<file path="src/sccr_consts.svh">
// address map, field positions and reset values of the clock/core register bank
`ifndef SCCR_CONSTS_SVH
`define SCCR_CONSTS_SVH

`define SCCR_ADDR_SYN_PWR     9'h010
`define SCCR_ADDR_IO_CFG      9'h014
`define SCCR_ADDR_LOCK_STS    9'h018
`define SCCR_ADDR_LOCK_RSV_A  9'h01a
`define SCCR_ADDR_LOCK_RSV_B  9'h01b
`define SCCR_ADDR_CGEN_CFG    9'h020
`define SCCR_ADDR_GEN_CFG     9'h022
`define SCCR_ADDR_CORE_CFG    9'h028

`define SCCR_RST_SYN_PWR      16'h0004
`define SCCR_RST_IO_CFG       16'h0000
`define SCCR_RST_LOCK_RSV_A   16'h2182
`define SCCR_RST_LOCK_RSV_B   16'h3d2d
`define SCCR_RST_CGEN_CFG     16'h0004
`define SCCR_RST_GEN_CFG      16'h0000
`define SCCR_RST_CORE_CFG     16'h0000

`define SCCR_MASK_SYN_PWR     16'h0007
`define SCCR_MASK_IO_CFG      16'h0701
`define SCCR_MASK_LOCK_RSV_A  16'h7fff
`define SCCR_MASK_LOCK_RSV_B  16'hffff
`define SCCR_MASK_CGEN_CFG    16'h7f0f
`define SCCR_MASK_GEN_CFG     16'h0001
`define SCCR_MASK_CORE_CFG    16'h0007

`define SCCR_BIT_SYN_RUN      0
`define SCCR_BIT_SYN_EN       1
`define SCCR_BIT_SYN_BYPASS   2
`define SCCR_BIT_CLKIN_PWR    0
`define SCCR_BIT_LOCK         0
`define SCCR_BIT_ANA_CLK_EN   0
`define SCCR_BIT_LOG_CLK_EN   1
`define SCCR_BIT_SEL_SYNTH    2
`define SCCR_BIT_ADC_8BIT     3
`define SCCR_BIT_GEN_EN       0
`define SCCR_BIT_CORE_PWR     0
`define SCCR_BIT_MUX_PWR      1
`define SCCR_BIT_COLBIAS_EN   2

`endif

</file>
<file path="src/sccr_pkg.sv">
// types shared by the clock/core register bank
package sccr_pkg;

    typedef struct packed {
        logic        wr;
        logic        rd;
        logic [8:0]  addr;
        logic [15:0] wdata;
    } sccr_req_t;

    typedef struct packed {
        logic synth_run;
        logic synth_en;
        logic synth_bypass;
        logic clkin_pwr;
        logic ana_clk_en;
        logic log_clk_en;
        logic sel_synth;
        logic adc_8bit;
        logic gen_en;
        logic core_pwr;
        logic mux_pwr;
        logic colbias_en;
    } sccr_ctrl_t;

    typedef struct packed {
        logic [15:0] syn_pwr;
        logic [15:0] io_cfg;
        logic [15:0] rsv_a;
        logic [15:0] rsv_b;
        logic [15:0] cgen_cfg;
        logic [15:0] gen_cfg;
        logic [15:0] core_cfg;
        logic [15:0] rdata;
        logic        lock_m;
        logic        lock_s;
    } sccr_state_t;

endpackage : sccr_pkg

</file>
<file path="src/sccr_regs.sv">
// clock input, clock generator, general logic and pixel core register bank
`include "sccr_consts.svh"

module sccr_regs
    import sccr_pkg::*;
(
    input  wire logic        i_mclk,
    input  wire logic        i_nrst,
    input  wire logic        i_wr,
    input  wire logic        i_rd,
    input  wire logic [8:0]  i_addr,
    input  wire logic [15:0] i_wdata,
    input  wire logic        i_synth_lock,
    output logic      [15:0] o_rdata,
    output sccr_ctrl_t       o_ctrl
);

    sccr_req_t   req;
    sccr_state_t st;
    sccr_state_t next_st;

    assign req = '{wr: i_wr, rd: i_rd, addr: i_addr, wdata: i_wdata};

    function automatic logic [15:0] upd(input logic [15:0] cur, input logic [15:0] mask,
                                        input logic hit, input logic [15:0] wdata);
        upd = hit ? (wdata & mask) : cur;
    endfunction : upd

    // write strobe aimed at one register address
    function automatic logic wr_hit(input sccr_req_t r, input logic [8:0] a);
        wr_hit = r.wr && r.addr == a;
    endfunction : wr_hit

    // addresses that the read decoder answers
    function automatic logic is_mapped(input logic [8:0] a);
        case (a)
            `SCCR_ADDR_SYN_PWR,
            `SCCR_ADDR_IO_CFG,
            `SCCR_ADDR_LOCK_STS,
            `SCCR_ADDR_LOCK_RSV_A,
            `SCCR_ADDR_LOCK_RSV_B,
            `SCCR_ADDR_CGEN_CFG,
            `SCCR_ADDR_GEN_CFG,
            `SCCR_ADDR_CORE_CFG: is_mapped = 1'b1;
            default:             is_mapped = 1'b0;
        endcase
    endfunction : is_mapped

    always_comb begin
        next_st = st;
        // lock pin is asynchronous to the bus clock
        next_st.lock_m = i_synth_lock;
        next_st.lock_s = st.lock_m;
        next_st.syn_pwr  = upd(st.syn_pwr, `SCCR_MASK_SYN_PWR,
                               wr_hit(req, `SCCR_ADDR_SYN_PWR), req.wdata);
        next_st.io_cfg   = upd(st.io_cfg, `SCCR_MASK_IO_CFG,
                               wr_hit(req, `SCCR_ADDR_IO_CFG), req.wdata);
        next_st.rsv_a    = upd(st.rsv_a, `SCCR_MASK_LOCK_RSV_A,
                               wr_hit(req, `SCCR_ADDR_LOCK_RSV_A), req.wdata);
        next_st.rsv_b    = upd(st.rsv_b, `SCCR_MASK_LOCK_RSV_B,
                               wr_hit(req, `SCCR_ADDR_LOCK_RSV_B), req.wdata);
        next_st.cgen_cfg = upd(st.cgen_cfg, `SCCR_MASK_CGEN_CFG,
                               wr_hit(req, `SCCR_ADDR_CGEN_CFG), req.wdata);
        next_st.gen_cfg  = upd(st.gen_cfg, `SCCR_MASK_GEN_CFG,
                               wr_hit(req, `SCCR_ADDR_GEN_CFG), req.wdata);
        next_st.core_cfg = upd(st.core_cfg, `SCCR_MASK_CORE_CFG,
                               wr_hit(req, `SCCR_ADDR_CORE_CFG), req.wdata);
        next_st.rdata = 16'h0000;
        if (req.rd) begin
            unique case (req.addr)
                `SCCR_ADDR_SYN_PWR:    next_st.rdata = st.syn_pwr;
                `SCCR_ADDR_IO_CFG:     next_st.rdata = st.io_cfg;
                `SCCR_ADDR_LOCK_STS:   next_st.rdata = {15'h0000, st.lock_s};
                `SCCR_ADDR_LOCK_RSV_A: next_st.rdata = st.rsv_a;
                `SCCR_ADDR_LOCK_RSV_B: next_st.rdata = st.rsv_b;
                `SCCR_ADDR_CGEN_CFG:   next_st.rdata = st.cgen_cfg;
                `SCCR_ADDR_GEN_CFG:    next_st.rdata = st.gen_cfg;
                `SCCR_ADDR_CORE_CFG:   next_st.rdata = st.core_cfg;
                default:               next_st.rdata = 16'h0000;
            endcase
        end
    end

    always_ff @(posedge i_mclk or negedge i_nrst) begin
        if (!i_nrst) begin
            st.syn_pwr  <= `SCCR_RST_SYN_PWR;
            st.io_cfg   <= `SCCR_RST_IO_CFG;
            st.rsv_a    <= `SCCR_RST_LOCK_RSV_A;
            st.rsv_b    <= `SCCR_RST_LOCK_RSV_B;
            st.cgen_cfg <= `SCCR_RST_CGEN_CFG;
            st.gen_cfg  <= `SCCR_RST_GEN_CFG;
            st.core_cfg <= `SCCR_RST_CORE_CFG;
            st.rdata    <= 16'h0000;
            st.lock_m   <= 1'b0;
            st.lock_s   <= 1'b0;
        end else begin
            st <= next_st;
        end
    end

    assign o_rdata = st.rdata;

    always_comb begin
        o_ctrl.synth_run    = st.syn_pwr[`SCCR_BIT_SYN_RUN];
        o_ctrl.synth_en     = st.syn_pwr[`SCCR_BIT_SYN_EN];
        o_ctrl.synth_bypass = st.syn_pwr[`SCCR_BIT_SYN_BYPASS];
        o_ctrl.clkin_pwr    = st.io_cfg[`SCCR_BIT_CLKIN_PWR];
        o_ctrl.ana_clk_en   = st.cgen_cfg[`SCCR_BIT_ANA_CLK_EN];
        o_ctrl.log_clk_en   = st.cgen_cfg[`SCCR_BIT_LOG_CLK_EN];
        o_ctrl.sel_synth    = st.cgen_cfg[`SCCR_BIT_SEL_SYNTH];
        o_ctrl.adc_8bit     = st.cgen_cfg[`SCCR_BIT_ADC_8BIT];
        o_ctrl.gen_en       = st.gen_cfg[`SCCR_BIT_GEN_EN];
        o_ctrl.core_pwr     = st.core_cfg[`SCCR_BIT_CORE_PWR];
        o_ctrl.mux_pwr      = st.core_cfg[`SCCR_BIT_MUX_PWR];
        o_ctrl.colbias_en   = st.core_cfg[`SCCR_BIT_COLBIAS_EN];
    end

    // every writable register side by side, for the stability checks
    logic [111:0] cfg_all;
    assign cfg_all = {st.syn_pwr, st.io_cfg, st.rsv_a, st.rsv_b,
                      st.cgen_cfg, st.gen_cfg, st.core_cfg};
endmodule : sccr_regs

</file>
<file path="config.mk">
export PLATFORM = sky130hd
export DESIGN_NAME = sccr_regs
export DESIGN_NICKNAME = d
export VERILOG_FILES = /design/src/sccr_pkg.sv /design/src/sccr_regs.sv
export VERILOG_INCLUDE_DIRS = /design/src
export SDC_FILE = /design/constraint.sdc
export NUM_CORES = 1
export LEC_CHECK = 0
export BUFFER_PORTS_ARGS = -buffer_cell sky130_fd_sc_hd__buf_2
export CORE_MARGIN = 1.5
export CORE_UTILIZATION = 50
export CTS_CLUSTER_DIAMETER = 30
export DETAILED_ROUTE_END_ITERATION = 10
export HOLD_SLACK_MARGIN = 0.03
export PLACE_DENSITY = 0.86
export SYNTH_ARGS = -nofsm -noshare
export SYNTH_HDL_FRONTEND = slang
export SYNTH_SLANG_ARGS = --single-unit
</file>
<file path="constraint.sdc">
create_clock -name i_mclk -period 1.06 [get_ports i_mclk]
set_clock_uncertainty 0.05 [all_clocks]
set_input_delay 0.212 -clock i_mclk [delete_from_list [all_inputs] [get_ports i_mclk]]
set_output_delay 0.212 -clock i_mclk [all_outputs]
set_load 0.01 [all_outputs]
</file>
==> flow_metrics.env <==
export IMPL_async_flop_share_pct=100
export IMPL_hold_violations=0
export IMPL_slew_viol_final=0
export IMPL_antenna_found_initial=0
export IMPL_min_path_type="in -> reg"
export IMPL_cts_tree="built"
export IMPL_die_area_um2=7210
export IMPL_max_freq_ghz=0.608
export IMPL_postSynthAreaPerCell_um2=13.6
export IMPL_clk_pin_slew_worst_paths_ns=0.07
export IMPL_dpl_instance_area_um2=3850
export IMPL_finalCritPeriodShare_pct=155
export IMPL_final_area_um2=4510
export IMPL_status="complete, but fails checks"
export IMPL_synthesis_area_um2=3350
export IMPL_seqPwrFrac_pct=47.5
export IMPL_start_util_pct=52.2
export IMPL_grt_start_max_net_pins=72
export IMPL_synth_edf_count=0
export IMPL_worstSetupPathType="in -> reg"
export IMPL_setup_violations=97
export IMPL_core_um2=6420
export IMPL_yosys_area_top_type="dfrtp_1"
export IMPL_die_y_um=84.9
export IMPL_cpPeakStageDelay_ns=0.57
export IMPL_dieWidth_um=84.9
export IMPL_route_vias_total=2368
export IMPL_yosysWarningCount=0
export IMPL_power_share_combinational_pct=8.5
export IMPL_drc=11
export IMPL_track_usage_pct=25.4
export IMPL_diodes=0
export IMPL_peakVddDrop_v=0.000871
export IMPL_tightest_slew_ns=0.470
export IMPL_min_period_ns=1.64
export IMPL_clkLatencyLatePin_ns=0.36
export IMPL_synth_seq_cells=71
export IMPL_ys_flop_type="dfrtp_1"
export IMPL_nFillCells=390
export IMPL_grt_pass1_vias=2530
export IMPL_synth_area_leaders="dfrtp_1 (42%), mux2_2 (19%), dfstp_2 (12%), buf_4 (6.3%), mux2_4 (4.5%)"
export IMPL_cts_buffers=9
export IMPL_cts_num_sinks=71
export IMPL_switching_share_pct=22.4
export IMPL_relSlewSlack_pct=68.5
export IMPL_grt_first_pass_wirelength_um=13500
export IMPL_final_antenna_net_count=0
export IMPL_p_leak_nw=2.20
export IMPL_power_w=0.00593
export IMPL_route_detailed_wl_per_inst_um=20.9
export IMPL_cp_start_kind="input port"
export IMPL_worstPathArrival_ns=1.83
export IMPL_cts_buffer_depth=2
export IMPL_path_cells="buf_6 > or4b_4 > nor3_4 > and4b_2 > buf_6 > mux2_4"
export IMPL_port_buffers=57
export IMPL_holdWs_ns=0.0469
export IMPL_cpMaxStageDelayCell="or4b_4"
export IMPL_rows=29
export IMPL_wl_um=8670
export IMPL_path_max_fanout=8
export IMPL_pwr_share_clk_pct=43.9
export IMPL_violations="DRC, setup timing"
export IMPL_fin_nets=363
export IMPL_vias_per_cell=5.71
export IMPL_tns_ns=-36.03
export IMPL_p_int_w=0.00460
export IMPL_htreeDepth=3
export IMPL_crit_top_cell="buf_6"
export IMPL_synth_cell_type_count=39
export IMPL_syn_inst=247
export IMPL_drt_iter0_drc=151
export IMPL_endpoint_kind="register"
export IMPL_syn_nets=277
export IMPL_hpwl_um=4980
export IMPL_yosys_cell_count_top_type="mux2_2"
export IMPL_rsz0062_at_grt="true"
export IMPL_synthTopCellsByCount="mux2_2 (57), dfrtp_1 (56), buf_4 (28)"
export IMPL_ys_seq_area_share_pct=53.5
export IMPL_syn2layout_area_growth_pct=34.6
export IMPL_gr_total_overflow=0
export IMPL_worst_slack_ns=-0.585
export IMPL_drtPass1Iterations=7
export IMPL_max_cap_viol_count=0
export IMPL_cp_required_ns=1.25
export IMPL_clock_root_buffer="clkbuf_8"
export IMPL_io_pins=58
export IMPL_ff2ff_setup_slack_ns=-0.28
export IMPL_layout_drive_gt1_share_pct=67.8
export IMPL_synthDominantCellAreaShare_pct=41.8
export IMPL_switchingPower_w=0.00133
export IMPL_p_per_area_nw_per_um2=1310
export IMPL_fin_util_pct=70.3
export IMPL_place_gp_congestion=0.820
[state kept, by name, summed over array words and instances (netlist names)]
signal / cells
o_ctrl: 12
cfg_all: 41
st: 1
o_rdata: 16
next_st: 1
[worst max-delay path, delay by kind of cell]
family / cells / cell delay, ns
simple gates: 3 / 1.03
mux: 1 / 0.31
buf+inv: 2 / 0.28
[metal layers]
layer	track usage, %	wire length, um	up-vias
met5	0	0	-
met3	5.16	378	29
met4	14.5	379	0
li1	-	-	1043
met2	41.7	4450	83
met1	31.3	3470	1213
[kinds of logic (layout without fill, tap and decap cells)]
logic type | Yosys count | after routing | synth area share, %
buf+inv | 38 | 129 | 8.43
compound gates | 21 | 21 | 4.89
mux | 71 | 71 | 24.8
flops | 71 | 71 | 53.5
simple gates | 46 | 46 | 8.36
[area by class of cell]
cell class | count | area [um2] | area share, %
Clock buffer | 11 | 131 | 2.91
Inverter | 1 | 3.75 | 0.0831
Timing Repair Buffer | 112 | 931 | 20.6
Multi-Input combinational cell | 138 | 1450 | 32.1
Clock inverter | 5 | 106 | 2.36
Sequential cell | 71 | 1800 | 39.8
Tap cell | 77 | 96.3 | 2.13
[cells in the final DEF (no fill, tap or decap), types with 2 or more instances in the layout]
cell and instances:
nor2_1 10, a22oi_1 10, mux2i_1 4, bufinv_16 3, nor4_4 3, mux2_2 40, dlygate4sd3_1 2, a32o_1 3
nor2_2 4, nor3_1 2, nand3_1 3, nand2_1 4, buf_12 4, clkbuf_8 9, dfstp_2 15, nor3_4 3
or3_4 2, nand2b_1 2, buf_2 42, buf_4 32, mux2_4 27, dfrtp_1 56, buf_6 30, clkbuf_1 2
[power groups by stage]
stage | sequential (W) | clock, W | combinational [W]
6_report | 0.00282 | 0.00261 | 0.000507
5_1_grt | 0.00282 | 0.00274 | 0.000539
4_1_cts | 0.00281 | 0.00261 | 0.000478
3_5_place_dp | 0.00286 | 0 | 0.000415
3_3_place_gp | 0.00286 | 0 | 0.000401
2_1_floorplan | 0.00285 | 0 | 0.000180
[stage by stage]
stage	cells	worst slack (ns)
6_report	415	-0.585
5_1_grt	415	-0.610
4_1_cts	413	-0.527
3_5_place_dp	382	-0.926
3_3_place_gp	382	-0.892
2_1_floorplan	247	-0.804
[timing repair]
action	CTS	global route
pin swaps	5	6
endpoints found under the hold margin	57	0
gates resized for setup	42	18
buffers inserted	13	2
hold buffers	2	0
cloned	1	0
setup endpoints to repair	97	97
[path summary, 6_finish.rpt]
kind / from / to / depth (start not counted)
worst max register to register: o_ctrl[11]$_DFFE_PN0P_ / o_rdata[0]$_DFF_PN0_ / 3
worst min register to register: next_st[0]$_DFF_PN0_ / st[0]$_DFF_PN0_ / 0
worst min-delay path: i_wdata[6] / cfg_all[54]$_DFFE_PN0P_ / 2
max in group asynchronous: i_nrst / cfg_all[56]$_DFFE_PN1P_ / 3
min in group asynchronous: i_nrst / o_rdata[15]$_DFF_PN0_ / 3
worst max-delay path: i_addr[8] / cfg_all[57]$_DFFE_PN0P_ / 6
Note: power is estimated with default switching activity, not from simulation.
